$ cat config.mk
export PLATFORM = sky130hd
export DESIGN_NAME = ptb_time_base
export DESIGN_NICKNAME = d
export VERILOG_FILES = /design/src/pkg/ptb_pkg.sv /design/src/hw/ptb_time_base.sv
export SDC_FILE = /design/constraint.sdc
export NUM_CORES = 1
export LEC_CHECK = 0
export ABC_AREA = 1
export BUFFER_PORTS_ARGS = -buffer_cell sky130_fd_sc_hd__buf_2
export CORE_AREA = 2 2 114 116
export DETAILED_ROUTE_END_ITERATION = 7
export DIE_AREA = 0 0 116 118
export MAX_ROUTING_LAYER = met4
export PLACE_DENSITY = 0.72
export SYNTH_ARGS = -nofsm -noshare
export SYNTH_HDL_FRONTEND = slang
export SYNTH_SLANG_ARGS = --single-unit
$ cat constraint.sdc
create_clock -name clk_i -period 2.1 [get_ports clk_i]
set_input_delay 0.21 -clock clk_i [delete_from_list [all_inputs] [get_ports clk_i]]
set_output_delay 0.21 -clock clk_i [all_outputs]
set_load 0.05 [all_outputs]
$ cat src/pkg/ptb_pkg.sv
// constants and types of the pwm primary time base
// Function
// - module counts only while module_enable (control bit 15) is set
// - idle_stop set halts the time base while the cpu is idle
// - special_event_pending set by hardware, cleared by hardware, resets to zero
// - special event interrupt forwarded only while special_event_irq_enable is set
// - immediate_period_update loads period at once, else at cycle boundary
// - sync_polarity_invert makes sync input and output active low
// - sync output driven only while sync_output_enable is set
// - external_sync_enable restarts the time base on sync input
// - 16-bit period register, reset value with low three bits clear
// - 16-bit special event compare register, resets to zero
// - control bit 14 reads as zero
`default_nettype none
package ptb_pkg;
	// ----------------------------------------------------------------
	// register map (word byte addresses)
	// ----------------------------------------------------------------
	localparam logic [3:0] ADR_CONTROL  = 4'h0;
	localparam logic [3:0] ADR_PERIOD   = 4'h4;
	localparam logic [3:0] ADR_COMPARE  = 4'h8;
	localparam logic [3:0] ADR_IRQ_STAT = 4'hc;
	localparam logic [3:0] ADR_IRQ_MASK = 4'h0 + 4'h0 + 4'h0 + 4'h0 + 4'h0 + 4'h0 + 4'h0 + 4'h0;
	localparam logic [3:0] ADR_MASK     = 4'h0;
	// ----------------------------------------------------------------
	// control fields
	// ----------------------------------------------------------------
	localparam int B_ENABLE   = 15;
	localparam int B_IDLE     = 13;
	localparam int B_PENDING  = 12;
	localparam int B_IRQ_EN   = 11;
	localparam int B_IMM      = 10;
	localparam int B_POL      = 9;
	localparam int B_SYNC_OE  = 8;
	localparam int B_SYNC_EN  = 7;
	localparam logic [15:0] CTRL_WMASK   = 16'hafff;
	localparam logic [15:0] PERIOD_RESET = 16'hfff8;
	localparam logic [15:0] ZERO16       = 16'h0000;
	localparam logic [15:0] ONE16        = 16'h0001;
	// status bits: 0 special event, 1 cycle boundary, 2 external sync
	localparam int          N_EVT        = 3;
	localparam logic [2:0]  EVT_ZERO     = 3'h0;
	localparam logic [4:0]  ADR_STAT5    = 5'h0c;
	localparam logic [4:0]  ADR_MASK5    = 5'h10;
	typedef enum logic [0:0] {
		ACK_IDLE = 1'b0,
		ACK_DONE = 1'b1
	} ptb_ack_t;
	typedef struct packed {
		ptb_ack_t    ack_st;
		logic [31:0] rdat;
		logic [15:0] ctrl;
		logic [15:0] period;
		logic        period_dirty;
		logic [15:0] active_period;
		logic [15:0] compare;
		logic [15:0] count;
		logic [2:0]  stat;
		logic [2:0]  mask;
		logic        irq;
		logic        sei;
		logic        sync_out;
		logic        sync_oe;
		logic [1:0]  sync_sh;
		logic [1:0]  idle_sh;
		logic        sync_prev;
		logic [3:0]  pend_cnt;
	} ptb_state_t;
endpackage : ptb_pkg
`default_nettype wire

$ cat src/hw/ptb_time_base.sv
// pwm primary time base with wishbone register slave
//
// Design decisions made here: the Wishbone register port and the register addresses.
`default_nettype none
module ptb_time_base
	import ptb_pkg::*;
(
	input  wire logic        clk_i,
	input  wire logic        rst_i,
	input  wire logic        cyc_i,
	input  wire logic        stb_i,
	input  wire logic        we_i,
	input  wire logic [4:0]  adr_i,
	input  wire logic [3:0]  sel_i,
	input  wire logic [31:0] dat_i,
	output logic      [31:0] dat_o,
	output logic             ack_o,
	input  wire logic        cpu_idle_i,
	input  wire logic        sync_input_i,
	output logic             sync_output_o,
	output logic             sync_output_oe_o,
	output logic             special_event_irq_o,
	output logic             irq_o
);
	// ----------------------------------------------------------------
	// state
	// ----------------------------------------------------------------
	ptb_state_t s;
	ptb_state_t n;
	logic       req;
	logic       wr;
	logic       halted;
	logic       boundary;
	logic       sync_hit;
	logic       match;
	logic       sync_act;
	logic [15:0] wdat;
	logic [2:0]  evt;

	function automatic logic [15:0] merge16(input logic [15:0] old, input logic [31:0] d,
		input logic [3:0] sel);
		merge16 = {sel[1] ? d[15:8] : old[15:8], sel[0] ? d[7:0] : old[7:0]};
	endfunction : merge16

	// ----------------------------------------------------------------
	// next state
	// ----------------------------------------------------------------
	always_comb begin
		n = s;
		req = cyc_i && stb_i && (s.ack_st == ACK_IDLE);
		wr = req && we_i;
		wdat = ZERO16;
		// sync input after two flops; polarity applied
		sync_act = s.sync_sh[1] ^ s.ctrl[B_POL];
		sync_hit = s.ctrl[B_SYNC_EN] && sync_act && !s.sync_prev;
		halted = !s.ctrl[B_ENABLE] || (s.ctrl[B_IDLE] && s.idle_sh[1]);
		boundary = !halted && (s.count >= s.active_period || sync_hit);
		match = !halted && (s.count == s.compare);
		evt = {sync_hit && !halted, boundary, match};
		n.sync_sh = {s.sync_sh[0], sync_input_i};
		n.idle_sh = {s.idle_sh[0], cpu_idle_i};
		n.sync_prev = sync_act;
		// counter
		if (!halted) begin
			n.count = boundary ? ZERO16 : s.count + ONE16;
		end
		// period load
		if (boundary && s.period_dirty) begin
			n.active_period = s.period;
			n.period_dirty = 1'b0;
		end
		// special event pending: hardware set, hardware clear after a few cycles
		if (match) begin
			n.ctrl[B_PENDING] = 1'b1;
			n.pend_cnt = 4'hf;
		end else if (s.pend_cnt != 4'h0) begin
			n.pend_cnt = s.pend_cnt - 4'h1;
		end else begin
			n.ctrl[B_PENDING] = 1'b0;
		end
		// bus
		n.ack_st = req ? ACK_DONE : ACK_IDLE;
		if (req && !we_i) begin
			case (adr_i)
				5'h00:     n.rdat = {16'h0000, s.ctrl & ~16'h4000};
				5'h04:     n.rdat = {16'h0000, s.period};
				5'h08:     n.rdat = {16'h0000, s.compare};
				ADR_STAT5: n.rdat = {29'h0, s.stat};
				ADR_MASK5: n.rdat = {29'h0, s.mask};
				default:   n.rdat = 32'h0000_0000;
			endcase
		end
		if (wr) begin
			case (adr_i)
				5'h00: begin
					wdat = merge16(s.ctrl, dat_i, sel_i);
					n.ctrl = (wdat & CTRL_WMASK) | (n.ctrl & ~CTRL_WMASK);
				end
				5'h04: begin
					n.period = merge16(s.period, dat_i, sel_i);
					if (s.ctrl[B_IMM]) begin
						n.active_period = n.period;
						n.period_dirty = 1'b0;
					end else begin
						n.period_dirty = 1'b1;
					end
				end
				5'h08:     n.compare = merge16(s.compare, dat_i, sel_i);
				ADR_STAT5: n.stat = s.stat & ~(sel_i[0] ? dat_i[2:0] : EVT_ZERO);
				ADR_MASK5: n.mask = sel_i[0] ? dat_i[2:0] : s.mask;
				default:   n.mask = n.mask;
			endcase
		end
		n.stat = n.stat | evt; // set wins over clear
		n.irq = |(n.stat & n.mask);
		n.sei = n.ctrl[B_PENDING] && n.ctrl[B_IRQ_EN];
		// sync output: one pulse per boundary
		n.sync_oe = s.ctrl[B_SYNC_OE];
		n.sync_out = s.ctrl[B_SYNC_OE] ? (boundary ^ s.ctrl[B_POL]) : 1'b0;
	end

	// ----------------------------------------------------------------
	// registers
	// ----------------------------------------------------------------
	always_ff @(posedge clk_i) begin
		if (rst_i) begin
			s <= '0;
			s.period <= PERIOD_RESET;
			s.active_period <= PERIOD_RESET;
		end else begin
			s <= n;
		end
	end

	assign dat_o = s.rdat;
	assign ack_o = s.ack_st == ACK_DONE;
	assign sync_output_o = s.sync_out;
	assign sync_output_oe_o = s.sync_oe;
	assign special_event_irq_o = s.sei;
	assign irq_o = s.irq;

	// ----------------------------------------------------------------
	// checks
	// ----------------------------------------------------------------
	a_disabled_hold: assert property (@(posedge clk_i) disable iff (rst_i)
		!s.ctrl[B_ENABLE] |=> s.count == $past(s.count))
		else $error("count moved while disabled");
	a_idle_halt: assert property (@(posedge clk_i) disable iff (rst_i)
		s.ctrl[B_IDLE] && s.idle_sh[1] |=> s.count == $past(s.count))
		else $error("count moved in idle");
	a_match_pend: assert property (@(posedge clk_i) disable iff (rst_i)
		match |=> s.ctrl[B_PENDING] && s.stat[0])
		else $error("match not flagged");
	a_irq_gate: assert property (@(posedge clk_i) disable iff (rst_i)
		!s.ctrl[B_IRQ_EN] |-> !special_event_irq_o)
		else $error("event irq while disabled");
	a_wrap_zero: assert property (@(posedge clk_i) disable iff (rst_i)
		boundary |=> s.count == 16'h0000)
		else $error("no restart at boundary");
	a_imm_load: assert property (@(posedge clk_i) disable iff (rst_i)
		wr && adr_i == 5'h04 && s.ctrl[B_IMM] |=> s.active_period == s.period)
		else $error("immediate period not loaded");
	a_sync_off: assert property (@(posedge clk_i) disable iff (rst_i)
		!s.ctrl[B_SYNC_OE] |=> !sync_output_oe_o && !sync_output_o)
		else $error("sync out while disabled");
	a_bit14_zero: assert property (@(posedge clk_i) disable iff (rst_i)
		req && !we_i && adr_i == 5'h00 |=> !dat_o[14] && ack_o)
		else $error("bit 14 read nonzero");
endmodule : ptb_time_base
`default_nettype wire

==> impl_metrics.py, run 1 <==
metrics = {
    "run_status": {
        "status": "complete, no violations",
    },
    "global_routing": {
        "antenna_found_initial": 0,
        "grt_max_degree": 53,
        "grt_pass1_vias": 5196,
        "grt_use_total": 0.241,
        "grt-ovfl-total": 0,
        "grt_first_pass_wirelength_um": 25500,
    },
    "finish": {
        "nets": 968,
        "areaGrowthSynthToFinish_pct": 15.7,
        "num_antenna_cells": 0,
        "layout-drive-gt1-share": 0.160,
        "layout_commonest_cell": "nand2_1",
        "final_cell_mix": "nand2_1, dfxtp_1, inv_1, nor2_1, a21oi_1",
        "stdcell_count": 1087,
        "final_core_util": 0.571,
    },
    "sta": {
        "period_minus_slack_ns": 1.88,
        "rsz0062_at_grt": "yes",
        "tns_ns": 0,
        "setup_violations": 0,
        "max_freq_mhz": 531,
        "max_slew_margin": 0.621,
        "hold_viol_final": 0,
        "holdWs_ns": 0.0309,
        "maxSlewViolCount": 0,
        "post-route-period-util": 0.897,
        "fin_skew_ns": 0.00868,
        "tightest_slew_ns": 0.568,
    },
    "logic_synthesis": {
        "ys_seq_area_frac": 0.379,
        "synth_area_sq_mm": 0.00613,
        "syn_inst": 857,
        "ys_types": 45,
        "synthTopCellsByArea": "dfxtp_1, nand2_1, inv_1, a21oi_1, nor2_1",
        "synth_largest_area_cell": "dfxtp_1",
        "ys_ff_latch": 116,
        "syn_area_per_cell_sq_um": 7.15,
        "synth_top_area_frac": 0.379,
        "ys_warn_count": 0,
    },
    "floorplan": {
        "boundaryPins": 85,
        "die_h_um": 118,
        "dieArea_sq_mm": 0.0137,
        "core_sq_mm": 0.0124,
        "initial_core_util": 0.494,
        "fp.dieW_um": 116,
        "row_count": 41,
    },
    "clock_network": {
        "cts_root_buf": "clkbuf_16",
        "h-tree-depth": 4,
        "cts_tree": "built",
        "cts_sinks": 116,
        "path_clk_slew_ns": 0.06,
        "cts_made_buffers": 17,
        "clk_latency_ns": 0.42,
        "cts.path.max_buffers": 2,
    },
    "min_path": {
        "min_path_type": "in2reg",
        "worstHoldEndpoint": "ack_o",
        "min_from": "stb_i",
        "holdPathStages": 3,
    },
    "placement": {
        "dp_hpwl_um": 11300,
        "portBuffers": 50,
        "dp.cells": 1053,
        "gp_congestion": 0.904,
    },
    "flow_run": {
        "drv_cap": 0,
    },
    "critical_path": {
        "required_ns": 2.42,
        "path_class": "reg2reg",
        "worstSetupStartpointType": "flop",
        "r2r_cells": 15,
        "r2r_end": "s[53]",
        "reg2reg_slack_ns": 0.22,
        "end_kind": "flop",
        "cp_max_fo": 16,
        "r2r-start": "s[19]",
        "cp.arrival_ns": 2.20,
    },
    "power_and_ir_drop": {
        "power_density_mw_per_mm2": 820,
        "leakage_nw": 3.45,
        "ir_worst_vdd_v": 0.000703,
        "total_power_mw": 5.81,
    },
    "drt": {
        "vias": 5668,
        "wl_per_cell_um": 14.3,
        "drc": 0,
        "dr.pass1.iters": 5,
        "routed_wl_um": 15600,
        "drt-initial-drc-count": 509,
        "ant_nets": 0,
        "via_per_inst": 5.21,
    },
}
[timing repair]
action                                  in CTS  in global routing
endpoints found under the hold margin        2                  0
endpoints found under the setup margin       0                  8
hold buffers                                 2                  0
buffers inserted                             0                  0
resized for setup                            0                  5
[Yosys cell counts, drive strengths merged]
cell type and instances:
nand3b 2, o211ai 16, clkbuf 16, a31oi 2
a22oi 1, clkinv 2, inv 104, nand2 188
ha 18, buf 48, a211oi 4, xnor2 3
a21oi 67, nor2 96, dfxtp 116, nand3 42
conb 1, or2 3, o21ai 63, o22ai 5
o221ai 7, nor3b 5, xor2 11, nand4 20
a221oi 3, o21a 1, nor3 12, o21bai 1
[power by group]
group          total, mW  switching, mW  leakage [nW]  internal [mW]
Combinational      0.498          0.347          2.21          0.151
Clock               3.03           1.13         0.302           1.90
Sequential          2.28         0.0290         0.939           2.25
Total               5.81           1.51          3.45           4.30
[metrics by stage]
| stage | setup WS, ns | area [sq um] |
|---|---|---|
| after floorplan | 0.402 | 6180 |
| after global placement | 0.159 | 6430 |
| after detailed placement | 0.0952 | 6430 |
| after CTS | 0.0787 | 7070 |
| after global routing | -0.00975 | 7090 |
| final | 0.217 | 7090 |
[metal layers]
layer | GRT usage | vias up | wire length, um
li1 | - | 2848 | -
met1 | 0.324 | 2587 | 7170
met2 | 0.363 | 206 | 7140
met3 | 0.0453 | 27 | 973
met4 | 0.0826 | 0 | 275
met5 | - | - | 0
[cell type report]
| class | count | area [sq um] |
|---|---|---|
| inverter | 106 | 398 |
| clock buffer | 17 | 425 |
| fill | 1199 | 5330 |
| timing repair buffer | 75 | 443 |
| clock inverter | 15 | 193 |
| tap | 172 | 215 |
| multi-input combinational | 586 | 3090 |
| sequential | 116 | 2320 |
[worst max path at each step]
stage	start	to	slack (ns)	cells after the start
after floorplan	s[19]	s[27]	0.40	14
after global placement	s[20]	s[33]	0.16	13
after detailed placement	s[21]	s[33]	0.1	13
after CTS	s[20]	s[33]	0.08	13
after global routing	s[54]	s[53]	-0.01	15
final	s[19]	s[53]	0.22	15
[logic make-up (layout without fill, tap and decap cells)]
family,count (synthesis),after routing,share of synthesized area
buffers and inverters,170,213,0.129
other,1,16,0.000612
AOI/OAI and AO/OA,170,170,0.156
adders and majority gates,18,18,0.0368
xor gates and xnor gates,14,14,0.0200
and+or+nand+nor,368,368,0.279
DFF,116,116,0.379
[worst max-delay path, cell delays in order, from the launching register on]
cell     delay, ns
dfxtp_1       0.33
inv_1         0.07
ha_1          0.29
nand2_1       0.05
nor2_1        0.08
nor2_1        0.04
nand2_1       0.05
nand2_1       0.05
nand2_1       0.08
nand2_1       0.11
nand2_4       0.13
nand3_4       0.20
nand2_1       0.13
nand3_1       0.07
nand2_1       0.07
inv_1         0.04
No activity file was read; power rests on OpenSTA's default activity.
==> inputs of run 2 (changes only) <==
==> constraint.sdc (replaced) <==
create_clock -name clk_i -period 2.1 [get_ports clk_i]
set_input_delay 0.105 -clock clk_i [delete_from_list [all_inputs] [get_ports clk_i]]
set_output_delay 0.105 -clock clk_i [all_outputs]
set_load 0.05 [all_outputs]
==> impl_metrics.py, run 2 (synthesis results as in run 1) <==
metrics = {
    "clock_network": {
        "clk_latency_ns": 0.42,
        "cts.path.max_buffers": 2,
        "h-tree-depth": 4,
        "postCtsSetupBuffers": 0,
        "path_clk_slew_ns": 0.06,
        "cts_tree": "built",
        "cts_sinks": 116,
        "cts_root_buf": "clkbuf_16",
        "cts_made_buffers": 17,
    },
    "power_and_ir_drop": {
        "power_density_mw_per_mm2": 825,
        "pwr-share-clk": 0.530,
        "pwr-share-seq": 0.383,
        "p_comb_frac": 0.088,
        "p_switching_mw": 1.52,
        "internal_power_mw": 4.44,
        "ir_worst_vdd_v": 0.000605,
        "leakage_nw": 3.52,
        "p_sw_frac": 0.255,
    },
    "critical_path": {
        "required_ns": 2.46,
        "crit_end": "s[33]",
        "end_kind": "flop",
        "r2r_cells": 13,
        "r2r_end": "s[33]",
        "path_class": "reg2reg",
        "cp.arrival_ns": 2.26,
        "worstSetupStartpointType": "flop",
        "cp_max_fo": 11,
        "crit_start": "s[20]",
        "reg2reg_slack_ns": 0.20,
        "r2r-start": "s[20]",
    },
    "global_routing": {
        "grt_use_total": 0.255,
        "grt_first_pass_wirelength_um": 26700,
        "grt_max_degree": 53,
        "grt-ovfl-total": 0,
        "grt_pass1_vias": 5399,
        "antenna_found_initial": 0,
    },
    "sta": {
        "maxSlewViolCount": 0,
        "post-route-period-util": 0.906,
        "period_minus_slack_ns": 1.90,
        "fin_skew_ns": 0.00991,
        "tns_ns": 0,
        "hold_viol_final": 0,
        "rsz0062_at_grt": "no",
        "setup_violations": 0,
        "max_slew_margin": 0.571,
        "holdWs_ns": 0.0113,
        "tightest_slew_ns": 0.642,
        "max_freq_mhz": 525,
    },
    "floorplan": {
        "fp.dieW_um": 116,
        "dieArea_sq_mm": 0.0137,
        "die_h_um": 118,
        "core_sq_mm": 0.0124,
        "row_count": 41,
        "initial_core_util": 0.494,
        "boundaryPins": 85,
    },
    "drt": {
        "routed_wl_um": 16100,
        "via_per_inst": 5.23,
        "ant_nets": 0,
        "dr.pass1.iters": 6,
        "drc": 0,
        "drt-initial-drc-count": 460,
        "wl_per_cell_um": 14.7,
        "vias": 5742,
    },
    "placement": {
        "dp.cells": 1049,
        "portBuffers": 50,
        "dp_hpwl_um": 11400,
        "gp_congestion": 0.926,
        "dpl-instance-area_sq_mm": 0.00641,
    },
    "flow_run": {
        "drv_cap": 0,
    },
    "finish": {
        "stdcell_count": 1097,
        "final_area_sq_mm": 0.00722,
        "num_antenna_cells": 0,
        "layout-drive-gt1-share": 0.150,
        "final_cell_mix": "nand2_1, dfxtp_1, inv_1, nor2_1, a21oi_1",
        "areaGrowthSynthToFinish_pct": 17.8,
        "layout_commonest_cell": "nand2_1",
        "nets": 978,
    },
    "min_path": {
        "min_path_type": "in2reg",
    },
    "run_status": {
        "status": "complete, no violations",
    },
}
==> run 2: layout make-up <==
type	instances	area, sq um
fillers	1190	5200
multi-input cells	586	3080
flip-flops and latches	116	2320
repair buffers	85	566
clock buffers	17	425
inverters	106	398
clock inverters	15	215
well taps	172	215
==> run 2: through the flow <==
| stage | setup slack, ns | power [mW] | utilization |
|---|---|---|---|
| after floorplan | 0.402 | 2.72 | - |
| after global placement | 0.176 | 2.80 | 0.517 |
| after detailed placement | 0.133 | 2.81 | 0.517 |
| after CTS | 0.117 | 5.97 | 0.581 |
| after global routing | 0.0424 | 6.13 | 0.581 |
| final | 0.196 | 5.96 | 0.581 |
==> run 2: power groups by stage <==
stage	logic, mW	registers, mW	clock network [mW]
floorplan	0.397	2.32	0
global placement	0.480	2.32	0
detailed placement	0.483	2.32	0
CTS	0.515	2.28	3.17
global route	0.585	2.28	3.27
finish	0.521	2.28	3.16
==> run 2: how the worst min path moves through the flow <==
| stage | from | end | depth (start not counted) |
|---|---|---|---|
| 6_report | dat_i[13] | flop | 3 |
| 5_1_grt | dat_i[13] | flop | 3 |
| 3_5_place_dp | cpu_idle_i | n[6] | 3 |
| 4_1_cts | dat_i[13] | flop | 3 |
| 2_1_floorplan | cpu_idle_i | n[6] | 2 |
| 3_3_place_gp | sync_input_i | n[8] | 3 |
==> run 2: what timing repair did <==
item                                    CTS  global route
gates resized for setup                   0             1
hold buffers                             16             0
endpoints found under the setup margin    0             1
hold endpoints to repair                 19             0
==> run 2: routing by layer <==
layer | GRT usage | up-vias | part of all wire
met3 | 0.0469 | 24 | 0.061
met4 | 0.0766 | 0 | 0.015
met1 | 0.331 | 2614 | 0.45
met5 | - | - | 0
li1 | - | 2878 | -
met2 | 0.404 | 226 | 0.47
==> run 2: worst max-delay path: stages, from the launching register on <==
cell and delay [ns]:
dfxtp_1 0.44, ha_1 0.29, nand2_1 0.08, nor2_1 0.04, nor2_1 0.08, nand2_1 0.06
nand2_1 0.06, nand2_1 0.05, nand2_1 0.11, nand2_4 0.08, nand2_4 0.14, nand2_4 0.13
o21bai_1 0.21, nor2_1 0.07
